--- src/rtl/ocd_pkg.sv ---
// constants and types shared by the instruction decoder files
package ocd_pkg;

  // first-byte patterns and the adjust base second byte, full byte compares
  localparam logic [7:0] OCD_SEG_IN       = 8'h8E;
  localparam logic [7:0] OCD_SEG_OUT      = 8'h8C;
  localparam logic [7:0] OCD_LOOKUP       = 8'hD7;
  localparam logic [7:0] OCD_EA_LOAD      = 8'h8D;
  localparam logic [7:0] OCD_FAR_DSEG     = 8'hC5;
  localparam logic [7:0] OCD_FAR_ESEG     = 8'hC4;
  localparam logic [7:0] OCD_FLAGS_TO_ACC = 8'h9F;
  localparam logic [7:0] OCD_ACC_TO_FLAGS = 8'h9E;
  localparam logic [7:0] OCD_UNP_SUM      = 8'h37;
  localparam logic [7:0] OCD_BCD_SUM      = 8'h27;
  localparam logic [7:0] OCD_UNP_DIFF     = 8'h3F;
  localparam logic [7:0] OCD_BCD_DIFF     = 8'h2F;
  localparam logic [7:0] OCD_UNP_PROD     = 8'hD4;
  localparam logic [7:0] OCD_UNP_QUOT     = 8'hD5;
  localparam logic [7:0] OCD_ADJ_BASE     = 8'h0A;
  localparam logic [7:0] OCD_BYTE_EXT     = 8'h98;
  localparam logic [7:0] OCD_WORD_EXT     = 8'h99;

  // first-byte patterns on bits 7:2 (low bits are d/w, s/w or v/w)
  localparam logic [5:0] OCD_SUM_RM       = 6'h00;
  localparam logic [5:0] OCD_SUMC_RM      = 6'h04;
  localparam logic [5:0] OCD_DIFF_RM      = 6'h0A;
  localparam logic [5:0] OCD_DIFFB_RM     = 6'h06;
  localparam logic [5:0] OCD_COMPARE_RM   = 6'h0E;
  localparam logic [5:0] OCD_IMM_GRP      = 6'h20;
  localparam logic [5:0] OCD_SHIFT_GRP    = 6'h34;
  // bits 7:1 pattern for the unary group (low bit is w)
  localparam logic [6:0] OCD_UNARY_GRP    = 7'h7B;

  // field positions in the first and second byte
  localparam int OCD_W_BIT  = 0;
  localparam int OCD_D_BIT  = 1;
  localparam int OCD_REG_LO = 3;
  localparam int OCD_MOD_LO = 6;

  typedef enum logic [4:0] {
    OCD_OP_NONE        = 5'h00,
    OCD_OP_COPY_TO_SEG = 5'h01,
    OCD_OP_COPY_FR_SEG = 5'h02,
    OCD_OP_LOOKUP      = 5'h03,
    OCD_OP_EA_LOAD     = 5'h04,
    OCD_OP_FAR_DSEG    = 5'h05,
    OCD_OP_FAR_ESEG    = 5'h06,
    OCD_OP_FLAGS_ACC   = 5'h07,
    OCD_OP_ACC_FLAGS   = 5'h08,
    OCD_OP_SUM         = 5'h09,
    OCD_OP_SUM_CARRY   = 5'h0A,
    OCD_OP_DIFF        = 5'h0B,
    OCD_OP_DIFF_BORROW = 5'h0C,
    OCD_OP_COMPARE     = 5'h0D,
    OCD_OP_UNP_SUM     = 5'h0E,
    OCD_OP_BCD_SUM     = 5'h0F,
    OCD_OP_UNP_DIFF    = 5'h10,
    OCD_OP_BCD_DIFF    = 5'h11,
    OCD_OP_UNP_PROD    = 5'h12,
    OCD_OP_UNP_QUOT    = 5'h13,
    OCD_OP_INVERT      = 5'h14,
    OCD_OP_SIGN_CHANGE = 5'h15,
    OCD_OP_UPROD       = 5'h16,
    OCD_OP_SPROD       = 5'h17,
    OCD_OP_UQUOT       = 5'h18,
    OCD_OP_SQUOT       = 5'h19,
    OCD_OP_BYTE_EXT    = 5'h1A,
    OCD_OP_WORD_EXT    = 5'h1B,
    OCD_OP_SHIFT_ROT   = 5'h1C,
    OCD_OP_IMM_ARITH   = 5'h1D,
    OCD_OP_ILLEGAL     = 5'h1F
  } ocd_op_e;

  // shift/rotate selector, the middle field value itself
  typedef enum logic [2:0] {
    OCD_SR_LROT     = 3'h0,
    OCD_SR_RROT     = 3'h1,
    OCD_SR_LROT_C   = 3'h2,
    OCD_SR_RROT_C   = 3'h3,
    OCD_SR_LSHIFT   = 3'h4,
    OCD_SR_RSHIFT_L = 3'h5,
    OCD_SR_RSV      = 3'h6,
    OCD_SR_RSHIFT_A = 3'h7
  } ocd_sr_e;

  // decoder states, gray along the usual path
  typedef enum logic [1:0] {
    OCD_ST_FIRST  = 2'b00,
    OCD_ST_SECOND = 2'b01
  } ocd_st_e;

endpackage

--- src/rtl/ocd_if.sv ---
// first-byte classification carried from classifier to the sequencer
`timescale 1ns/1ps
interface ocd_if;
  import ocd_pkg::*;
  ocd_op_e    op;
  logic       needs_modrm;
  logic       grp_unary;
  logic       grp_shift;
  logic       grp_imm;
  logic       adj_pair;
  logic       has_d;
  modport cls (output op, needs_modrm, grp_unary, grp_shift, grp_imm,
               adj_pair, has_d);
  modport seq (input  op, needs_modrm, grp_unary, grp_shift, grp_imm,
               adj_pair, has_d);
endinterface

--- src/rtl/ocd_decoder.sv ---
// instruction decoder for transfer, arithmetic and shift/rotate groups
`timescale 1ns/1ps
module ocd_decoder
  import ocd_pkg::*;
(
  input  wire logic       mclk_in,
  input  wire logic       rst_in,
  input  wire logic       byte_valid_in,
  input  wire logic [7:0] byte_in,
  output logic            dec_valid_out,
  output ocd_op_e         dec_op_out,
  output ocd_sr_e         dec_sr_out,
  output logic            dec_word_out,
  output logic            dec_reg_dest_out,
  output logic            dec_count_reg_out,
  output logic            dec_sext_imm_out,
  output logic [1:0]      dec_imm_bytes_out,
  output logic [1:0]      dec_mode_out,
  output logic [2:0]      dec_reg_out,
  output logic [2:0]      dec_rm_out,
  output logic            dec_illegal_out
);

  ocd_if cls_bus ();

  ocd_first_class u_cls (
    .byte_in (byte_in),
    .cls_out (cls_bus.cls)
  );

  // held context of the first byte while the second is awaited
  ocd_st_e    st_q,      st_d;
  logic [7:0] first_q,   first_d;
  ocd_op_e    pend_op_q, pend_op_d;
  logic       unary_q,   unary_d;
  logic       shift_q,   shift_d;
  logic       imm_q,     imm_d;
  logic       pair_q,    pair_d;
  logic       has_d_q,   has_d_d;

  // registered outputs
  logic       vld_q,   vld_d;
  ocd_op_e    op_q,    op_d;
  ocd_sr_e    sr_q,    sr_d;
  logic       word_q,  word_d;
  logic       dest_q,  dest_d;
  logic       cnt_q,   cnt_d;
  logic       sext_q,  sext_d;
  logic [1:0] imm_n_q, imm_n_d;
  logic [1:0] mode_q,  mode_d;
  logic [2:0] reg_q,   reg_d;
  logic [2:0] rm_q,    rm_d;
  logic       ill_q,   ill_d;

  logic [2:0] mid;

  always_comb begin
    st_d      = st_q;
    first_d   = first_q;
    pend_op_d = pend_op_q;
    unary_d   = unary_q;
    shift_d   = shift_q;
    imm_d     = imm_q;
    pair_d    = pair_q;
    has_d_d   = has_d_q;
    vld_d     = 1'b0;
    op_d      = op_q;
    sr_d      = sr_q;
    word_d    = word_q;
    dest_d    = dest_q;
    cnt_d     = cnt_q;
    sext_d    = sext_q;
    imm_n_d   = imm_n_q;
    mode_d    = mode_q;
    reg_d     = reg_q;
    rm_d      = rm_q;
    ill_d     = 1'b0;
    mid       = byte_in[OCD_REG_LO +: 3];
    if (byte_valid_in) begin
      unique case (st_q)
        OCD_ST_FIRST: begin
          first_d   = byte_in;
          pend_op_d = cls_bus.op;
          unary_d   = cls_bus.grp_unary;
          shift_d   = cls_bus.grp_shift;
          imm_d     = cls_bus.grp_imm;
          pair_d    = cls_bus.adj_pair;
          has_d_d   = cls_bus.has_d;
          if (cls_bus.needs_modrm || cls_bus.adj_pair) begin
            st_d = OCD_ST_SECOND;
          end else begin
            // single-byte forms finish on their only byte
            vld_d   = 1'b1;
            op_d    = cls_bus.op;
            ill_d   = (cls_bus.op == OCD_OP_ILLEGAL);
            word_d  = 1'b0;
            dest_d  = 1'b0;
            cnt_d   = 1'b0;
            sext_d  = 1'b0;
            imm_n_d = 2'h0;
            mode_d  = 2'h0;
            reg_d   = 3'h0;
            rm_d    = 3'h0;
            sr_d    = OCD_SR_LROT;
          end
        end
        OCD_ST_SECOND: begin
          st_d    = OCD_ST_FIRST;
          vld_d   = 1'b1;
          op_d    = pend_op_q;
          sr_d    = ocd_sr_e'(mid);
          mode_d  = byte_in[OCD_MOD_LO +: 2];
          reg_d   = mid;
          rm_d    = byte_in[2:0];
          word_d  = first_q[OCD_W_BIT];
          dest_d  = has_d_q & first_q[OCD_D_BIT];
          cnt_d   = shift_q & first_q[OCD_D_BIT];
          sext_d  = 1'b0;
          imm_n_d = 2'h0;
          if (pair_q) begin
            // correction pair needs the fixed base byte second
            mode_d = 2'h0;
            reg_d  = 3'h0;
            rm_d   = 3'h0;
            word_d = 1'b0;
            if (byte_in != OCD_ADJ_BASE) begin
              op_d  = OCD_OP_ILLEGAL;
              ill_d = 1'b1;
            end
          end else if (pend_op_q == OCD_OP_COPY_TO_SEG ||
                       pend_op_q == OCD_OP_COPY_FR_SEG) begin
            // segment field is two bits behind a zero
            word_d = 1'b1;
            if (mid[2]) begin
              op_d  = OCD_OP_ILLEGAL;
              ill_d = 1'b1;
            end
          end else if (unary_q) begin
            unique case (mid)
              3'h2: op_d = OCD_OP_INVERT;
              3'h3: op_d = OCD_OP_SIGN_CHANGE;
              3'h4: op_d = OCD_OP_UPROD;
              3'h5: op_d = OCD_OP_SPROD;
              3'h6: op_d = OCD_OP_UQUOT;
              3'h7: op_d = OCD_OP_SQUOT;
              default: begin
                // field 000 (test with data) is not decoded here
                op_d  = OCD_OP_ILLEGAL;
                ill_d = 1'b1;
              end
            endcase
          end else if (shift_q) begin
            // 110 has no documented meaning; flagged
            if (mid == OCD_SR_RSV) begin
              op_d  = OCD_OP_ILLEGAL;
              ill_d = 1'b1;
            end
            // other shift and rotate codes pass through
          end else if (imm_q) begin
            // s sits in the d position for this group
            sext_d  = first_q[OCD_D_BIT];
            imm_n_d = (!first_q[OCD_D_BIT] && first_q[OCD_W_BIT]) ?
                      2'h2 : 2'h1;
          end
        end
        default: st_d = OCD_ST_FIRST;
      endcase
    end
  end

  always_ff @(posedge mclk_in or posedge rst_in) begin
    if (rst_in) begin
      st_q      <= OCD_ST_FIRST;
      first_q   <= 8'h00;
      pend_op_q <= OCD_OP_NONE;
      unary_q   <= 1'b0;
      shift_q   <= 1'b0;
      imm_q     <= 1'b0;
      pair_q    <= 1'b0;
      has_d_q   <= 1'b0;
      vld_q     <= 1'b0;
      op_q      <= OCD_OP_NONE;
      sr_q      <= OCD_SR_LROT;
      word_q    <= 1'b0;
      dest_q    <= 1'b0;
      cnt_q     <= 1'b0;
      sext_q    <= 1'b0;
      imm_n_q   <= 2'h0;
      mode_q    <= 2'h0;
      reg_q     <= 3'h0;
      rm_q      <= 3'h0;
      ill_q     <= 1'b0;
    end else begin
      st_q      <= st_d;
      first_q   <= first_d;
      pend_op_q <= pend_op_d;
      unary_q   <= unary_d;
      shift_q   <= shift_d;
      imm_q     <= imm_d;
      pair_q    <= pair_d;
      has_d_q   <= has_d_d;
      vld_q     <= vld_d;
      op_q      <= op_d;
      sr_q      <= sr_d;
      word_q    <= word_d;
      dest_q    <= dest_d;
      cnt_q     <= cnt_d;
      sext_q    <= sext_d;
      imm_n_q   <= imm_n_d;
      mode_q    <= mode_d;
      reg_q     <= reg_d;
      rm_q      <= rm_d;
      ill_q     <= ill_d;
    end
  end

  assign dec_valid_out     = vld_q;
  assign dec_op_out        = op_q;
  assign dec_sr_out        = sr_q;
  assign dec_word_out      = word_q;
  assign dec_reg_dest_out  = dest_q;
  assign dec_count_reg_out = cnt_q;
  assign dec_sext_imm_out  = sext_q;
  assign dec_imm_bytes_out = imm_n_q;
  assign dec_mode_out      = mode_q;
  assign dec_reg_out       = reg_q;
  assign dec_rm_out        = rm_q;
  assign dec_illegal_out   = ill_q;

endmodule

--- src/rtl/ocd_first_class.sv ---
// combinational classifier for the first instruction byte
`timescale 1ns/1ps
module ocd_first_class
  import ocd_pkg::*;
(
  input  wire logic [7:0] byte_in,
  ocd_if.cls              cls_out
);

  always_comb begin
    cls_out.op          = OCD_OP_NONE;
    cls_out.needs_modrm = 1'b0;
    cls_out.grp_unary   = 1'b0;
    cls_out.grp_shift   = 1'b0;
    cls_out.grp_imm     = 1'b0;
    cls_out.adj_pair    = 1'b0;
    cls_out.has_d       = 1'b0;
    unique case (byte_in)
      OCD_SEG_IN:       begin
        cls_out.op          = OCD_OP_COPY_TO_SEG;
        cls_out.needs_modrm = 1'b1;
      end
      OCD_SEG_OUT:      begin
        cls_out.op          = OCD_OP_COPY_FR_SEG;
        cls_out.needs_modrm = 1'b1;
      end
      OCD_LOOKUP:       cls_out.op = OCD_OP_LOOKUP;
      OCD_EA_LOAD:      begin
        cls_out.op          = OCD_OP_EA_LOAD;
        cls_out.needs_modrm = 1'b1;
      end
      OCD_FAR_DSEG:     begin
        cls_out.op          = OCD_OP_FAR_DSEG;
        cls_out.needs_modrm = 1'b1;
      end
      OCD_FAR_ESEG:     begin
        cls_out.op          = OCD_OP_FAR_ESEG;
        cls_out.needs_modrm = 1'b1;
      end
      OCD_FLAGS_TO_ACC: cls_out.op = OCD_OP_FLAGS_ACC;
      OCD_ACC_TO_FLAGS: cls_out.op = OCD_OP_ACC_FLAGS;
      OCD_UNP_SUM:      cls_out.op = OCD_OP_UNP_SUM;
      OCD_BCD_SUM:      cls_out.op = OCD_OP_BCD_SUM;
      OCD_UNP_DIFF:     cls_out.op = OCD_OP_UNP_DIFF;
      OCD_BCD_DIFF:     cls_out.op = OCD_OP_BCD_DIFF;
      OCD_UNP_PROD:     begin
        cls_out.op       = OCD_OP_UNP_PROD;
        cls_out.adj_pair = 1'b1;
      end
      OCD_UNP_QUOT:     begin
        cls_out.op       = OCD_OP_UNP_QUOT;
        cls_out.adj_pair = 1'b1;
      end
      OCD_BYTE_EXT:     cls_out.op = OCD_OP_BYTE_EXT;
      OCD_WORD_EXT:     cls_out.op = OCD_OP_WORD_EXT;
      default: begin
        cls_out.needs_modrm = 1'b1;
        cls_out.has_d       = 1'b1;
        if (byte_in[7:2] == OCD_SUM_RM) begin
          cls_out.op = OCD_OP_SUM;
        end else if (byte_in[7:2] == OCD_SUMC_RM) begin
          cls_out.op = OCD_OP_SUM_CARRY;
        end else if (byte_in[7:2] == OCD_DIFF_RM) begin
          cls_out.op = OCD_OP_DIFF;
        end else if (byte_in[7:2] == OCD_DIFFB_RM) begin
          cls_out.op = OCD_OP_DIFF_BORROW;
        end else if (byte_in[7:2] == OCD_COMPARE_RM) begin
          cls_out.op = OCD_OP_COMPARE;
        end else begin
          cls_out.has_d = 1'b0;
          if (byte_in[7:1] == OCD_UNARY_GRP) begin
            cls_out.grp_unary = 1'b1;
          end else if (byte_in[7:2] == OCD_SHIFT_GRP) begin
            cls_out.op        = OCD_OP_SHIFT_ROT;
            cls_out.grp_shift = 1'b1;
          end else if (byte_in[7:2] == OCD_IMM_GRP) begin
            cls_out.op      = OCD_OP_IMM_ARITH;
            cls_out.grp_imm = 1'b1;
          end else begin
            // outside this decoder's groups
            cls_out.op          = OCD_OP_ILLEGAL;
            cls_out.needs_modrm = 1'b0;
          end
        end
      end
    endcase
  end

endmodule

--- config.mk ---
export PLATFORM = sky130hd
export DESIGN_NAME = ocd_decoder
export DESIGN_NICKNAME = d
export VERILOG_FILES = /design/src/rtl/ocd_pkg.sv /design/src/rtl/ocd_if.sv /design/src/rtl/ocd_decoder.sv /design/src/rtl/ocd_first_class.sv
export SDC_FILE = /design/constraint.sdc
export NUM_CORES = 1
export LEC_CHECK = 0
export BUFFER_PORTS_ARGS = -buffer_cell sky130_fd_sc_hd__buf_2
export CAP_MARGIN = 30
export CORE_ASPECT_RATIO = 0.5
export CORE_UTILIZATION = 45
export CTS_CLUSTER_DIAMETER = 60
export DETAILED_ROUTE_END_ITERATION = 10
export PLACE_DENSITY = 0.77
export REMOVE_ABC_BUFFERS = 1
export SYNTH_ARGS = -nofsm -noshare
export SYNTH_HDL_FRONTEND = slang
export SYNTH_SLANG_ARGS = --single-unit
export TNS_END_PERCENT = 10
--- constraint.sdc ---
create_clock -name mclk_in -period 3.35 [get_ports mclk_in]
set_input_delay 0.8375 -clock mclk_in [delete_from_list [all_inputs] [get_ports mclk_in]]
set_output_delay 0.8375 -clock mclk_in [all_outputs]
set_load 0.02 [all_outputs]
== After elaboration in Yosys (flattened, before gate mapping) ==
Index checks and enable logic that the tools add are counted.
Word-level totals
  bits in registers: 38
  latch bits: 0
  RAM bits: 0
  ROM bits: 0
  bits of input ports: 11
  output and inout bits: 24
  logic and storage cells: 175
  memories kept: 0
Operators by class
  add/subtract/negate cells: 0
  multipliers: 0
  divide/modulo/power cells: 0
  $lt $le $gt $ge: 0
  equality and inequality tests: 36
  shift-type cells: 0
  mux-type cells: 102
  bitwise logic cells: 2
  reductions and logical operators: 15
Operators with widths (number)
  8-bit equality test (second input constant): 12
  5-bit one-hot mux with 16 select lines: 1
  5-bit two-way mux: 15
  1-bit two-way mux: 58
  8-bit by 6-bit equality test with 1-bit output (second input constant): 4
  4-bit one-hot mux with 6 select lines: 1
  2-bit two-way mux: 11
  3-bit one-hot mux with 2 select lines: 3
  16-bit OR reduction: 1
  1-bit one-hot mux with 2 select lines: 7
  3-bit equality test (second input constant): 4
  6-bit by 3-bit equality test with 1-bit output (second input constant): 2
  6-bit by 4-bit equality test with 1-bit output (second input constant): 2
  6-bit equality test (second input constant): 2
  11-bit OR reduction: 1
  5-bit one-hot mux with 2 select lines: 1
  3-bit two-way mux: 3
  8-bit by 4-bit inequality test with 1-bit output (second input constant): 1
  2-bit one-hot mux with 2 select lines: 2
  7-bit equality test (second input constant): 1
  3-bit by 2-bit equality test with 1-bit output (second input constant): 2
  6-bit zero test: 1
  6-bit OR reduction: 1
  5-bit by 1-bit equality test with 1-bit output (second input constant): 1
  other kinds (14): 18

== Logic depth before layout (Yosys ltp) ==
  word-level depth: 14
  gate-level depth with buffers: 9

== Cells and area by module ==
From an unflattened synthesis, not the netlist that was laid out.
Unflattened totals
  cell total of the unflattened synthesis: 234
  area, all modules: 2215.9 sq um
Modules (own cells, without submodules)
  ocd_decoder: times used 1, cells each 145, area an instance 1657.8 sq um, sequential area each 925.9 sq um
  ocd_first_class: times used 1, cells each 89, area an instance 558.0 sq um, sequential area each 0.0 sq um

== Worst setup path after synthesis ==
Ideal clock, no wire load.
  path kind: input-to-reg
  start point: input byte_in[7]
  end point: register op_q[1], in the netlist dec_op_out[1]
  library setup time: 0.135 ns
  arrival time: 2.323 ns
  data required time: 3.215 ns
  slack: 0.892 ns
  stages on the path: 9
  path buffers: 3
  path through: buf_6 and4_4 and3_1 a21o_1 o41a_1 buf_6 buf_6 a21oi_1 o31ai_1
On the way
  longest elaborated chain between the ends: 13
RTL lines
  start, declared: line ocd_decoder.sv:9  | input wire logic [7:0] byte_in,
  branches (longest 13 deep; another with 5-bit one-hot mux with 16 select lines)
  end signal, assigned: line ocd_decoder.sv:203  | op_q <= op_d;
  end, declared: line ocd_decoder.sv:43  | ocd_op_e op_q, op_d;
Parallel ways; which one is timed is not known. The select of a mux whose other input is x is not followed.
A chain may end at the register's enable or synchronous reset.

== Worst setup path after layout ==
  start point: input byte_in[5]
  end point: register imm_n_q[1], in the netlist dec_imm_bytes_out[1]
On the way
  longest elaborated chain between the ends: 13
RTL lines
  6-bit equality test: line ocd_first_class.sv:76  | end else if (byte_in[7:2] == OCD_IMM_GRP) begin
  1-bit two-way mux: line ocd_first_class.sv:76
  1-bit two-way mux: line ocd_first_class.sv:73  | end else if (byte_in[7:2] == OCD_SHIFT_GRP) begin
  1-bit two-way mux: line ocd_first_class.sv:71  | if (byte_in[7:1] == OCD_UNARY_GRP) begin
  1-bit two-way mux: line ocd_first_class.sv:67  | end else if (byte_in[7:2] == OCD_COMPARE_RM) begin
  1-bit two-way mux: line ocd_first_class.sv:65  | end else if (byte_in[7:2] == OCD_DIFFB_RM) begin
  1-bit two-way mux: line ocd_first_class.sv:63  | end else if (byte_in[7:2] == OCD_DIFF_RM) begin
  1-bit two-way mux: line ocd_first_class.sv:61  | end else if (byte_in[7:2] == OCD_SUMC_RM) begin
  1-bit two-way mux: line ocd_first_class.sv:59  | if (byte_in[7:2] == OCD_SUM_RM) begin
  1-bit one-hot mux with 2 select lines: line ocd_first_class.sv:18  | unique case (byte_in)
  1-bit logical OR (*): line ocd_decoder.sv:89  | if (cls_bus.needs_modrm || cls_bus.adj_pair) begin
  2-bit inequality test (no line) (*)
  3-bit AND reduction (no line) (*)
  end signal, assigned: line ocd_decoder.sv:209  | imm_n_q <= imm_n_d;
  end, declared: line ocd_decoder.sv:49  | logic [1:0] imm_n_q, imm_n_d;
Mark *: on every way between the ends. The rest lies on a longest branch, timed or not.

==> summary.txt <==
Placed design
  • Port bufs: 34
  • HPWL after DPL: about 4000 um
  • Placed insts: about 330
  • Dpl ws: approximately 0.35 ns
  • DP Area: 2360 um^2
  • Routability cong.: approximately 0.95

Setup path
  • WP data required: approximately 3.5 ns
  • WS Path Type: in2reg
  • Startpoint class of the critical path: input pin
  • Worst Path Arrival: 2.89 ns
  • Critical register-to-register path endpoint: first_q[1]
  • Worst setup EP type: register
  • R2r startpoint: st_q[0]
  • Reg2Reg Setup Slack: 1.34 ns
  • R2R cell count: 3
  • CP Max Fanout: 27

Routing
  • Iter 0 DRT Violations: between 150 and 200
  • Vias per cell: roughly 5.9
  • TritonRoute pass-1 iters: 5
  • WL per Instance: roughly 16 um
  • Drt total wl: approximately 5500 um
  • Routed via count: 2,009
  • Antenna-violating nets left: 0
  • DRC Markers: 0

Timing
  • Setup violations, final: 0
  • RSZ-0062 raised after global routing: no
  • Maximum clock rate: 370 MHz
  • Hold Fails Final Rpt: 0
  • Clock period minus worst slack: 2.70 ns
  • Setup TNS: 0 ns
  • Least-Margin Pin Slew: ~0.70 ns
  • Clock skew: roughly 0.0052 ns
  • Final Slew Violations: 0
  • Post-route worst setup slack: 0.647 ns
  • Relative slew slack: a little over half
  • Fin crit share: approximately four fifths

Floorplanning
  • Core area: approximately 4500 um^2
  • Die ar.: about 5200 um^2
  • FP Rows: 17
  • Chip width: approximately 100 um
  • I/O pin count: 35
  • Die extent in y: 51.4 um
  • Starting Density: 48.4%

Finish
  • Share of layout cells above drive strength 1: 19.3%
  • Final net count: 285
  • N_diodes: 0
  • Fin cells: around 340
  • P&R area growth vs syn: 12.9%
  • Final Cell Area: 2480 um^2

Clock tree
  • Total setup buffers inserted after CTS: 0
  • TritonCTS clock tree: done
  • H-Tree Level Count: 2
  • CTS root buf: clkbuf_8
  • Total clock buffers created by CTS: 5
  • Post_cts resized: 0
  • Clk sink count: 37
  • Clock slew at reported path FFs: about 0.07 ns
  • Clk buf depth: 2
  • Hold Buf Count CTS: 0
  • Latest clock arrival within the worst-skew pair: 0.30 ns

Yosys
  • Asr flop ratio synth: 100%
  • Sequential share of the synthesized area: between 40% and 50%
  • Yosys warnings: 0
  • Synth unique cells: 62
  • Syn Std Cell Area: roughly 2200 um^2
  • Top cells by count, synth: 38 x nand2_1, 37 x dfrtp_1, 25 x o21ai_0
  • Syn avg cell area: roughly 8.8 um^2
  • Post-synth EDFFs: 0
  • Most common cell in the synthesized netlist: nand2_1
  • Cell count after synthesis: between 200 and 300
  • Synth area leader: dfrtp_1
  • Seq cells post-synth: 37
  • Most used DFF post-synth: dfrtp_1
  • Share of the synthesized area in the top cell type: a little over two fifths
  • Top cells by area, synth: dfrtp_1 42%, nand2_1 6.5%, o21ai_0 5.7%

GRT
  • Grt total ovfl: 0
  • Largest net degree at the start of global routing: 38
  • Antenna violations before repair: 0
  • First-pass GRT wire length: 8870 um
  • Total track usage: between 20% and 30%
  • Vias in the first global route: 1,803

Flow run
  • Max-Cap Viols: 0

Power and ir drop
  • P_leak: roughly 1.1 nW
  • Pwr/cell area: roughly 470 nW/um^2
  • Peak supply drop: 204 uV

Hold path
  • Worst hold path endpoint: dec_mode_out[0]
  • Hold path start: dec_mode_out[0]
  • Min-delay worst type: reg2reg
  • Hold depth: 2

Run status
  • Outcome: finished, final reports clean
==> cells in the final DEF (no fill, tap or decap), types with 3 or more instances in the layout <==
cell type / n
nand2_1: 38
dfrtp_1: 37
buf_2: 34
o21ai_0: 25
nor2_1: 16
nand3_1: 9
inv_1: 8
a21oi_1: 8
clkbuf_8: 6
and3_1: 5
o31ai_1: 5
nor3_1: 5
a32o_1: 4
o22ai_1: 3
nand3b_1: 3
a31oi_1: 3
o41ai_1: 3
a22o_1: 3
nor2b_1: 3
==> routing by layer <==
metal	GRT usage (%)	vias up	routed length (um)
met3	5.34	12	450
met2	33.9	92	2380
li1	-	972	-
met4	7.49	0	67
met1	32.4	933	2570
met5	0	-	0
==> area by class of cell <==
type / count / area [um^2]
clock buffer: 7 / 86.3
clock inverter: 1 / 30.0
fill: 423 / 2050
inverter: 9 / 33.8
multi-input combinational: 185 / 1130
sequential: 37 / 926
tap: 66 / 82.6
timing repair buffer: 36 / 185
==> critical path, stage by stage <==
cell and delay (ns):
buf_2 0.28, nor2b_2 0.33, a21oi_1 0.06, a21o_1 0.23
o41a_1 0.55, buf_4 0.28, o41ai_1 0.31
==> metrics by stage <==
stage	utilization, %	hold WS, ns	total power [W]
floorplan	-	0.450	0.000678
global placement	52.1	0.451	0.000764
detailed placement	52.1	0.464	0.000771
CTS	54.7	0.480	0.00117
global route	54.7	0.498	0.00122
finish	54.7	0.475	0.00117
==> cell families (layout without fill, tap and decap cells) <==
| logic type | count (synthesis) | after routing | synth area share (%) |
|---|---|---|---|
| XOR/XNOR | 4 | 4 | 1.60 |
| AO/OA/AOI/OAI | 77 | 77 | 24.8 |
| AND/OR/NAND/NOR | 100 | 100 | 23.4 |
| flip-flops | 37 | 37 | 42.2 |
| multiplexers | 4 | 4 | 1.94 |
| buffers and inverters | 28 | 53 | 6.10 |
==> report_power, final <==
part / leakage (nW) / switching (W) / internal, W
Combinational: 0.592 / 0.000158 / 0.0000824
Clock: 0.0585 / 0.000163 / 0.000243
Sequential: 0.476 / 0.0000350 / 0.000488
==> state kept, by name (all words and copies together) (netlist names) <==
register,count
dec_op_out,5
pend_op_q,5
dec_reg_out,3
dec_rm_out,3
dec_sr_out,3
dec_imm_bytes_out,2
dec_mode_out,2
first_q,2
dec_count_reg_out,1
dec_illegal_out,1
dec_reg_dest_out,1
dec_sext_imm_out,1
dec_valid_out,1
dec_word_out,1
has_d_q,1
imm_q,1
pair_q,1
shift_q,1
st_q,1
unary_q,1
==> worst max path at each step <==
stage	endpoint	slack (ns)	startpoint	cells after the start
CTS	dec_imm_bytes_out[1]	0.66	byte_in[5]	7
detailed placement	dec_imm_bytes_out[1]	0.35	byte_in[5]	7
finish	dec_imm_bytes_out[1]	0.65	byte_in[5]	7
global route	dec_mode_out[1]	0.52	byte_in[5]	8
floorplan	dec_op_out[0]	0.57	byte_in[7]	7
global placement	dec_imm_bytes_out[1]	0.45	byte_in[5]	7
No activity file was read; power rests on OpenSTA's default activity.
